### config.mk
export PLATFORM = sky130hd
export DESIGN_NAME = ioc_card
export DESIGN_NICKNAME = d
export VERILOG_FILES = /design/src/design/ioc_card.v
export VERILOG_INCLUDE_DIRS = /design/src /design/src/design
export SDC_FILE = /design/constraint.sdc
export NUM_CORES = 1
export LEC_CHECK = 0
export BUFFER_PORTS_ARGS = -buffer_cell sky130_fd_sc_hd__buf_2
export CAP_MARGIN = 20
export CORE_ASPECT_RATIO = 0.6
export CORE_MARGIN = 2
export CORE_UTILIZATION = 30
export CTS_CLUSTER_SIZE = 10
export DETAILED_ROUTE_END_ITERATION = 6
export GPL_TIMING_DRIVEN = 1
export PLACE_DENSITY = 0.49
export SYNTH_ARGS = -nofsm -noshare
export SYNTH_HDL_FRONTEND = slang
export SYNTH_SLANG_ARGS = --single-unit
### constraint.sdc
create_clock -name i_clk -period 2.9 [get_ports i_clk]
set_clock_uncertainty 0.05 [all_clocks]
set_input_delay 0.435 -clock i_clk [delete_from_list [all_inputs] [get_ports i_clk]]
set_output_delay 0.435 -clock i_clk [all_outputs]
set_load 0.01 [all_outputs]
### src/design/ioc_defs.vh
// Constants for the I/O card control, flag and diagnose logic
`ifndef IOC_DEFS_VH
`define IOC_DEFS_VH

// Instruction codes on the I/O instruction bus
`define IOC_OP_W          3
`define IOC_OP_NONE       3'h0
`define IOC_OP_OUT_ACC    3'h1
`define IOC_OP_LOAD_IN    3'h2
`define IOC_OP_SET_CTL    3'h3
`define IOC_OP_CLR_CTL    3'h4
`define IOC_OP_SKIP_FLAG  3'h5

// Widths and select codes
`define IOC_DATA_W        16
`define IOC_SC_W          6
`define IOC_SC_GLOBAL     6'h02
`define IOC_MODE_W        3

// Diagnose mode values
`define IOC_DIAG_OFF      3'h0
`define IOC_DIAG_SCAN     3'h1
`define IOC_DIAG_STATUS   3'h2
`define IOC_DIAG_DMA      3'h3
`define IOC_DIAG_SRQ_OFF  3'h7
`define IOC_DIAG_MAX      16'h0007

// Identification word fields
`define IOC_ID_SMART_BIT  15
`define IOC_ID_TYPE_HI    14
`define IOC_ID_TYPE_LO    9
`define IOC_ID_REV_HI     8
`define IOC_ID_REV_LO     6

// Status word fields
`define IOC_ST_BREAK_BIT  12
`define IOC_ST_PRIO_BIT   11
`define IOC_ST_CTL_BIT    9
`define IOC_ST_FLAG_BIT   8
`define IOC_ST_MATCH_BIT  7
`define IOC_ST_GREN_BIT   6

// Input buffer shape
`define IOC_FIFO_DEPTH    8
`define IOC_FIFO_AW       3

`endif

### src/design/ioc_card.v
// I/O card control/flag handshake, diagnose modes and input word FIFO
//
// Function
// - Output instruction loads buffer, device not started
// - Set-control-clear-flag sets control, clears flag
// - Control set drives start with buffered data
// - Device done sets the card flag
// - Interrupt needs flag, control, enable, priority
// - Clear-control-clear-flag idles card, releases priority
// - Skip instruction tests the flag bit
// - Load-input returns device data word
// - Values 1-7 enter diagnose; zero ends it
// - Diagnose entry leaves global register untouched
// - Global register decides which cards accept diagnose
// - Mode 7 blocks service requests until clear
// - Modes 4 to 6 reserved, no behaviour
// - Mode 1 entry withholds priority downstream
// - Priority holder answers scan read, passes on
// - After chain end, scan reads get nothing
// - ID word: smart bit, type, revision, select code
// - Own select code read returns ID undisturbed
// - Mode 2 answers with card status word
// - Mode 3 streams incrementing address by DMA
// - Mode 3 suppresses device start on set-control
// - Reset leaves control and flag cleared
`include "ioc_defs.vh"
`timescale 1ns/10ps
`default_nettype none

// Synchronous FIFO with valid/ready on both sides
module ioc_fifo #(
	parameter WIDTH = 16,
	parameter DEPTH = 8,
	parameter AW    = 3
) (
	input  wire             i_clk,
	input  wire             i_rst_b,
	input  wire             i_in_valid,
	output wire             o_in_ready,
	input  wire [WIDTH-1:0] i_in_data,
	output wire             o_out_valid,
	input  wire             i_out_ready,
	output wire [WIDTH-1:0] o_out_data
);
	reg [WIDTH-1:0] mem_reg [0:DEPTH-1];
	reg [AW-1:0]    wr_ptr_reg;
	reg [AW-1:0]    rd_ptr_reg;
	reg [AW:0]      count_reg;
	wire            push;
	wire            pop;

	// Full and empty come straight from the occupancy count
	assign o_in_ready  = (count_reg != DEPTH[AW:0]);
	assign o_out_valid = (count_reg != {(AW+1){1'b0}});
	assign o_out_data  = mem_reg[rd_ptr_reg];
	assign push        = i_in_valid & o_in_ready;
	assign pop         = o_out_valid & i_out_ready;

	// Storage written only on an accepted push
	always @(posedge i_clk) begin
		if (push) begin
			mem_reg[wr_ptr_reg] <= i_in_data;
		end
	end

	// Pointers wrap at the power-of-two depth
	always @(posedge i_clk) begin
		if (!i_rst_b) begin
			wr_ptr_reg <= {AW{1'b0}};
			rd_ptr_reg <= {AW{1'b0}};
			count_reg  <= {(AW+1){1'b0}};
		end else begin
			if (push) begin
				wr_ptr_reg <= wr_ptr_reg + 1'b1;
			end
			if (pop) begin
				rd_ptr_reg <= rd_ptr_reg + 1'b1;
			end
			if (push && !pop) begin
				count_reg <= count_reg + 1'b1;
			end else if (pop && !push) begin
				count_reg <= count_reg - 1'b1;
			end
		end
	end
endmodule // ioc_fifo

// Card top: instruction decode, handshake, priority chain, diagnose
module ioc_card #(
	parameter [5:0] CARD_TYPE = 6'h01, // Arbitrary neutral value
	parameter [2:0] CARD_REV  = 3'h1,  // Arbitrary neutral value
	parameter       SMART     = 1'b0
) (
	input  wire                    i_clk,
	input  wire                    i_rst_b,
	input  wire                    i_backplane_clear,
	input  wire [`IOC_SC_W-1:0]    i_card_sc,
	input  wire                    i_break_enable,
	input  wire                    i_io_strobe,
	input  wire [`IOC_OP_W-1:0]    i_io_op,
	input  wire [`IOC_SC_W-1:0]    i_io_sc,
	input  wire                    i_io_clear_flag,
	input  wire [`IOC_DATA_W-1:0]  i_io_data,
	output reg  [`IOC_DATA_W-1:0]  o_io_data,
	output reg                     o_io_data_valid,
	output wire                    o_skip,
	input  wire                    i_gr_enable,
	input  wire [`IOC_SC_W-1:0]    i_gr_value,
	input  wire                    i_int_enable,
	input  wire                    i_prio_in,
	output wire                    o_prio_out,
	output wire                    o_irq,
	output reg                     o_dev_start,
	output reg  [`IOC_DATA_W-1:0]  o_dev_data,
	input  wire                    i_dev_done,
	input  wire [`IOC_DATA_W-1:0]  i_dev_data,
	input  wire                    i_dev_srq,
	output wire                    o_srq,
	input  wire [`IOC_DATA_W-1:0]  i_cfg_addr,
	output wire                    o_dma_req,
	output reg  [`IOC_DATA_W-1:0]  o_dma_data,
	input  wire                    i_dma_ack,
	input  wire                    i_dma_count_zero,
	output wire [`IOC_MODE_W-1:0]  o_diag_mode
);
	reg  [`IOC_SC_W-1:0]   sc_reg;
	reg                    control_reg;
	reg                    flag_reg;
	reg  [`IOC_MODE_W-1:0] mode_reg;
	reg                    srq_block_reg;
	reg                    scan_done_reg;
	reg                    dma_run_reg;
	reg  [1:0]             done_sync_reg;
	reg  [1:0]             srq_sync_reg;
	reg  [`IOC_DATA_W-1:0] data_meta_reg;
	reg  [`IOC_DATA_W-1:0] data_sync_reg;
	wire                   own_sel;
	wire                   gr_sel;
	wire                   do_out;
	wire                   do_load;
	wire                   do_set;
	wire                   do_clr;
	wire                   diag_write;
	wire                   diag_zero;
	wire                   diag_enter;
	wire                   gr_match;
	wire                   done_take;
	wire                   fifo_ready;
	wire                   fifo_valid;
	wire [`IOC_DATA_W-1:0] fifo_data;
	wire                   fifo_pop;
	wire                   scan_answer;
	wire                   int_hold;
	wire [`IOC_DATA_W-1:0] id_word;
	wire [`IOC_DATA_W-1:0] status_word;

	// Instruction decode, one cycle per strobe
	assign own_sel    = i_io_strobe && (i_io_sc == sc_reg);
	assign gr_sel     = i_io_strobe && (i_io_sc == `IOC_SC_GLOBAL);
	assign do_out     = own_sel && (i_io_op == `IOC_OP_OUT_ACC);
	assign do_load    = own_sel && (i_io_op == `IOC_OP_LOAD_IN);
	assign do_set     = own_sel && (i_io_op == `IOC_OP_SET_CTL);
	assign do_clr     = own_sel && (i_io_op == `IOC_OP_CLR_CTL);
	assign gr_match   = (i_gr_value == sc_reg);
	assign diag_write = gr_sel && (i_io_op == `IOC_OP_OUT_ACC) && (i_io_data <= `IOC_DIAG_MAX);
	assign diag_zero  = diag_write && (i_io_data[`IOC_MODE_W-1:0] == `IOC_DIAG_OFF);
	assign diag_enter = diag_write && !diag_zero && (!i_gr_enable || gr_match);

	// Skip answer is combinational so the processor sees it in the strobe cycle
	assign o_skip = own_sel && (i_io_op == `IOC_OP_SKIP_FLAG) && flag_reg;

	// Interrupt holding: flag and control set keep priority from lower cards
	assign int_hold   = flag_reg && control_reg;
	assign o_irq      = int_hold && i_int_enable && i_prio_in;
	// Scan modes hold priority back until this card has answered
	assign scan_answer = gr_sel && (i_io_op == `IOC_OP_LOAD_IN) && i_prio_in && !scan_done_reg &&
		((mode_reg == `IOC_DIAG_SCAN) || (mode_reg == `IOC_DIAG_STATUS));
	assign o_prio_out = i_prio_in && !int_hold &&
		!(((mode_reg == `IOC_DIAG_SCAN) || (mode_reg == `IOC_DIAG_STATUS)) && !scan_done_reg);

	// Answer words
	assign id_word = {SMART, CARD_TYPE, CARD_REV, sc_reg};
	assign status_word = {3'h0, i_break_enable, i_prio_in, 1'b0, control_reg, flag_reg,
		gr_match, i_gr_enable, i_gr_value};

	assign o_srq       = srq_sync_reg[1] && !srq_block_reg;
	assign o_dma_req   = dma_run_reg;
	assign o_diag_mode = mode_reg;

	// Strap capture while reset is held; pins pass two flip-flops
	always @(posedge i_clk) begin
		if (!i_rst_b) begin
			sc_reg        <= i_card_sc;
			done_sync_reg <= 2'h0;
			srq_sync_reg  <= 2'h0;
			data_meta_reg <= 16'h0000;
			data_sync_reg <= 16'h0000;
		end else begin
			done_sync_reg <= {done_sync_reg[0], i_dev_done};
			srq_sync_reg  <= {srq_sync_reg[0], i_dev_srq};
			data_meta_reg <= i_dev_data;
			data_sync_reg <= data_meta_reg;
		end
	end

	// Done taken only while start is up and the FIFO has room, so back-pressure
	// stalls the device instead of dropping a word
	assign done_take = done_sync_reg[1] && o_dev_start && fifo_ready;
	assign fifo_pop  = do_load && fifo_valid;

	ioc_fifo #(
		.WIDTH (`IOC_DATA_W),
		.DEPTH (`IOC_FIFO_DEPTH),
		.AW    (`IOC_FIFO_AW)
	) u_in_fifo (
		.i_clk       (i_clk),
		.i_rst_b     (i_rst_b),
		.i_in_valid  (done_take),
		.o_in_ready  (fifo_ready),
		.i_in_data   (data_sync_reg),
		.o_out_valid (fifo_valid),
		.i_out_ready (fifo_pop),
		.o_out_data  (fifo_data)
	);

	// Control and flag; a done in the clearing cycle still sets the flag
	always @(posedge i_clk) begin
		if (!i_rst_b || i_backplane_clear) begin
			control_reg <= 1'b0;
			flag_reg    <= 1'b0;
		end else begin
			if (do_set) begin
				control_reg <= 1'b1;
			end else if (do_clr) begin
				control_reg <= 1'b0;
			end
			if (done_take) begin
				flag_reg <= 1'b1;
			end else if ((do_set || do_clr) && i_io_clear_flag) begin
				flag_reg <= 1'b0;
			end
		end
	end

	// Output buffer and start handshake toward the device
	always @(posedge i_clk) begin
		if (!i_rst_b || i_backplane_clear) begin
			o_dev_start <= 1'b0;
			o_dev_data  <= 16'h0000;
		end else begin
			if (do_out) begin
				o_dev_data <= i_io_data;
			end
			if (do_set && (mode_reg != `IOC_DIAG_DMA)) begin
				o_dev_start <= 1'b1;
			end else if (done_take || do_clr) begin
				o_dev_start <= 1'b0;
			end
		end
	end

	// Diagnose mode state; control and flag are not touched here
	always @(posedge i_clk) begin
		if (!i_rst_b || i_backplane_clear) begin
			mode_reg      <= `IOC_DIAG_OFF;
			srq_block_reg <= 1'b0;
			scan_done_reg <= 1'b0;
		end else begin
			if (diag_zero) begin
				mode_reg <= `IOC_DIAG_OFF;
			end else if (diag_enter) begin
				mode_reg      <= i_io_data[`IOC_MODE_W-1:0];
				scan_done_reg <= 1'b0;
				if (i_io_data[`IOC_MODE_W-1:0] == `IOC_DIAG_SRQ_OFF) begin
					srq_block_reg <= 1'b1;
				end
			end else if (scan_answer) begin
				scan_done_reg <= 1'b1;
			end
		end
	end

	// Self-test DMA: address source counts up until the engine reports zero
	always @(posedge i_clk) begin
		if (!i_rst_b || i_backplane_clear) begin
			dma_run_reg <= 1'b0;
			o_dma_data  <= 16'h0000;
		end else if (diag_enter && (i_io_data[`IOC_MODE_W-1:0] == `IOC_DIAG_DMA)) begin
			dma_run_reg <= 1'b1;
			o_dma_data  <= i_cfg_addr;
		end else if (diag_zero || i_dma_count_zero) begin
			dma_run_reg <= 1'b0;
		end else if (dma_run_reg && i_dma_ack) begin
			o_dma_data <= o_dma_data + 16'h0001;
		end
	end

	// Read answers one cycle after the strobe; no answer leaves the accumulator alone
	always @(posedge i_clk) begin
		if (!i_rst_b) begin
			o_io_data       <= 16'h0000;
			o_io_data_valid <= 1'b0;
		end else begin
			o_io_data_valid <= 1'b0;
			if (scan_answer) begin
				o_io_data_valid <= 1'b1;
				o_io_data       <= (mode_reg == `IOC_DIAG_SCAN) ? id_word : status_word;
			end else if (do_load && (mode_reg == `IOC_DIAG_SCAN)) begin
				o_io_data_valid <= 1'b1;
				o_io_data       <= id_word;
			end else if (do_load) begin
				o_io_data_valid <= 1'b1;
				o_io_data       <= fifo_valid ? fifo_data : 16'h0000;
			end
		end
	end
endmodule // ioc_card

`default_nettype wire

==> flow_summary_export.csv <==
group,metric,value,unit
status,status,"completed",
hold_path,hp-class,"in -> reg",
floorplan,pin_count,140,
global_route,grt-busiest-layer,"met1",
cells_and_area,drive_gt1_share,31.35,%
logic_synthesis,yosysTopAreaCellShare,41.69,%
cells_and_area,stdcell_area,11940,um2
cells_and_area,areaGrowthSynthToFinish,23.67,%
logic_synthesis,synth_fa_ha_area_share,0.9851,%
timing,setup_slack,0.1715,ns
clock_tree,clkSinkCount,241,
cells_and_area,antenna_cells,0,
clock_tree,cts_buffers,28,
global_route,met1_usage,21.61,%
setup_path,criticalPathCategory,"reg -> out",
placed_design,gp_congestion,0.7641,
detailed_routing,wl_per_cell,18.38,um
floorplan,die_w,235.6,um
logic_synthesis,synth_top_family_by_area,"simple AND/OR/NAND/NOR gates",
setup_path,arrival,2.24,ns
setup_path,slowest_stage,"edfxtp_1",
clock_tree,clockBufferDepth,3,
detailed_routing,drt-initial-drc-count,439,
setup_path,path_cells,"xnor2_1 -> nand4_2 -> buf_4 -> or3_1 -> nor2_1 -> buf_2",
timing,holdWs,0.03298,ns
logic_synthesis,syn_nets,776,
clock_tree,cts_htree_levels,1,
placed_design,placed_area,11050,um2
logic_synthesis,synth_edf_count,134,
logic_synthesis,ys_warn_count,0,
logic_synthesis,synth_xor_area_share,3.085,%
detailed_routing,num_vias,6095,
setup_path,cp.buffers_inverters,2,
floorplan,floorplan.initialDensity,30.74,%
cells_and_area,final_cells,1309,
logic_synthesis,ys.flop_type,"edfxtp_1",
logic_synthesis,syn_area,9653,um2
cells_and_area,fin_nets,962,
power,peakVddDrop,431.0,uV
timing,max_freq,366.5,MHz
cells_and_area,final_common_cell,"buf_2",
global_route,grt_overflow,0,
placed_design,place_ws,-0.1563,ns
global_route,grt_pass1_wl,36830,um
timing,min_period,2.729,ns
timing,drv_slew,0,
power,leakage,4.331,nW
placed_design,dp_hpwl,16780,um
floorplan,die_y,142.9,um
detailed_routing,drc,0,
cells_and_area,largest_register_ffs,128,
placed_design,portBuffers,139,
setup_path,crit_path_end_kind,"primary output",
global_route,grt_use_met2,21.26,%
timing,fin_crit_sh,94.09,%
floorplan,rows,50,
detailed_routing,firstDrtPassIters,4,
clock_tree,cts-root-buf,"clkbuf_16",
placed_design,place_inst,1252,
power,p_total,7.045,mW
flow_run,maxCapViolCount,0,
clock_tree,clk_latency,0.55,ns
timing,rsz0062_at_grt,"yes",
global_route,grtUsageTotal,14.48,%
setup_path,start_kind,"flop",
clock_tree,cts_tree,"yes",
setup_path,critPathTopFamily,"simple AND/OR/NAND/NOR gates",
timing,totalNegativeSetupSlack,0,ns
setup_path,cp_slowest_stage_delay,0.41,ns
logic_synthesis,avgSynthCellArea,14.05,um2
logic_synthesis,yosys-top-cells-area,"edfxtp_1, dfxtp_1, mux4_2",
timing,relSlewSlack,61.69,%
global_route,grt_pass1_vias,6011,
detailed_routing,via_per_inst,4.656,
timing,worst_pin_slew,0.5702,ns
detailed_routing,ant_nets,0,
logic_synthesis,ys_seq_area_share,63.88,%
cells_and_area,final_cell_mix,"buf_2, edfxtp_1, dfxtp_1",
timing,setup_viol,0,
power,power.density,590.1,nW/um2
setup_path,crit_fanout,4,
logic_synthesis,synth_async_sr_flop_share,0,%
logic_synthesis,synth_cell_type_count,63,
logic_synthesis,synthMuxAreaShare,11.60,%
logic_synthesis,yosys.area_share.simple,12.30,%
logic_synthesis,synth_compound_area_share,6.014,%
logic_synthesis,yosysTopAreaCell,"edfxtp_1",
detailed_routing,drt-total-wl,24060,um
floorplan,core,31410,um2
logic_synthesis,yosys_register_bits,241,
clock_tree,clk_pin_slew,0.06,ns
logic_synthesis,syn_inst,687,
cells_and_area,utilization,38.01,%
global_route,grt_max_degree,31,
floorplan,die_area,33670,um2
global_route,grtUsageMet3,3.170,%
global_route,antenna_found_initial,1,
timing,hold_viol,0,
setup_path,cp.required,2.41,ns
[report_power, final]
part	switching, mW	internal [mW]	leakage (nW)
Sequential	0.0270	3.63	2.10
Clock	1.33	1.84	0.388
Combinational	0.113	0.103	1.85
Total	1.47	5.57	4.33
[cell type report]
cell class                 count  area, um2
multi-input combinational    408       3343
timing repair buffer         187       1074
fill                        3090      19470
tap                          416      520.5
sequential                   241       6167
clock buffer                  48      797.0
inverter                       7      26.28
clock inverter                 2      10.01
[cells in the mapped netlist (2+ instances only)]
cell       count
nor2_1        45
edfxtp_1     134
xnor2_1       21
dfxtp_1      107
a21o_1         7
mux4_2        27
ha_1           6
or3b_2         3
mux4_1         5
or2b_2         2
xor2_1        13
o31ai_1        2
o2bb2ai_1      6
nor3_1        14
buf_2         13
buf_1          2
a21oi_1       36
and3_1         3
nor4_1         3
nor3_4         2
nand3_1        9
mux2i_1       38
o211ai_1      15
nand2b_1       5
inv_1          7
nor3b_1        8
o21ai_0       15
nand4b_1       5
nand3b_1       2
nor4bb_1       2
o21ai_1        6
nand3_2        2
nand2_2        3
or3_1          4
clkbuf_1      10
nand4_1        3
and2_1        37
nor2b_1        3
nand2_1       36
buf_6          3
[worst paths after layout]
path                           from                      to  slack [ns]  cells past startpoint
setup reg to reg          sc_reg[1]  u_in_fifo.count_reg[3]        0.23                     12
setup / recovery          sc_reg[2]                  o_skip        0.17                      6
hold / removal         i_card_sc[5]               sc_reg[5]        0.03                      1
hold reg to reg   data_meta_reg[11]       data_sync_reg[11]        0.38                      1
[per-layer routing]
layer | wire length (um) | share of wire [%] | vias to the layer above
met5 | 0 | 0 | -
met4 | 414 | 1.7 | 0
met3 | 1258 | 5.2 | 29
met2 | 10250 | 43 | 125
met1 | 12130 | 50 | 3006
li1 | - | - | 2935
[worst register-to-register path, stage by stage (launching register included)]
cell,delay (ns)
edfxtp_1,0.43
xnor2_1,0.19
nand3_2,0.15
nor4_2,0.30
inv_1,0.10
ha_1,0.20
inv_1,0.08
ha_1,0.23
a21o_1,0.18
a21oi_1,0.17
xnor2_1,0.08
or3_1,0.30
a21oi_1,0.15
[cells by family after synthesis]
family,count (synthesis)
flops,241
simple gates,203
buf+inv,38
mux,70
fa+ha+maj,7
compound gates,94
xor+xnor,34
[repair_timing]
action | in CTS | in global routing
endpoints found under the setup margin | 0 | 2
gates resized for setup | 0 | 4
endpoints found under the hold margin | 2 | 0
hold buffers | 2 | 0
buffers inserted | 0 | 5
Power figures use the tool's default switching activity.
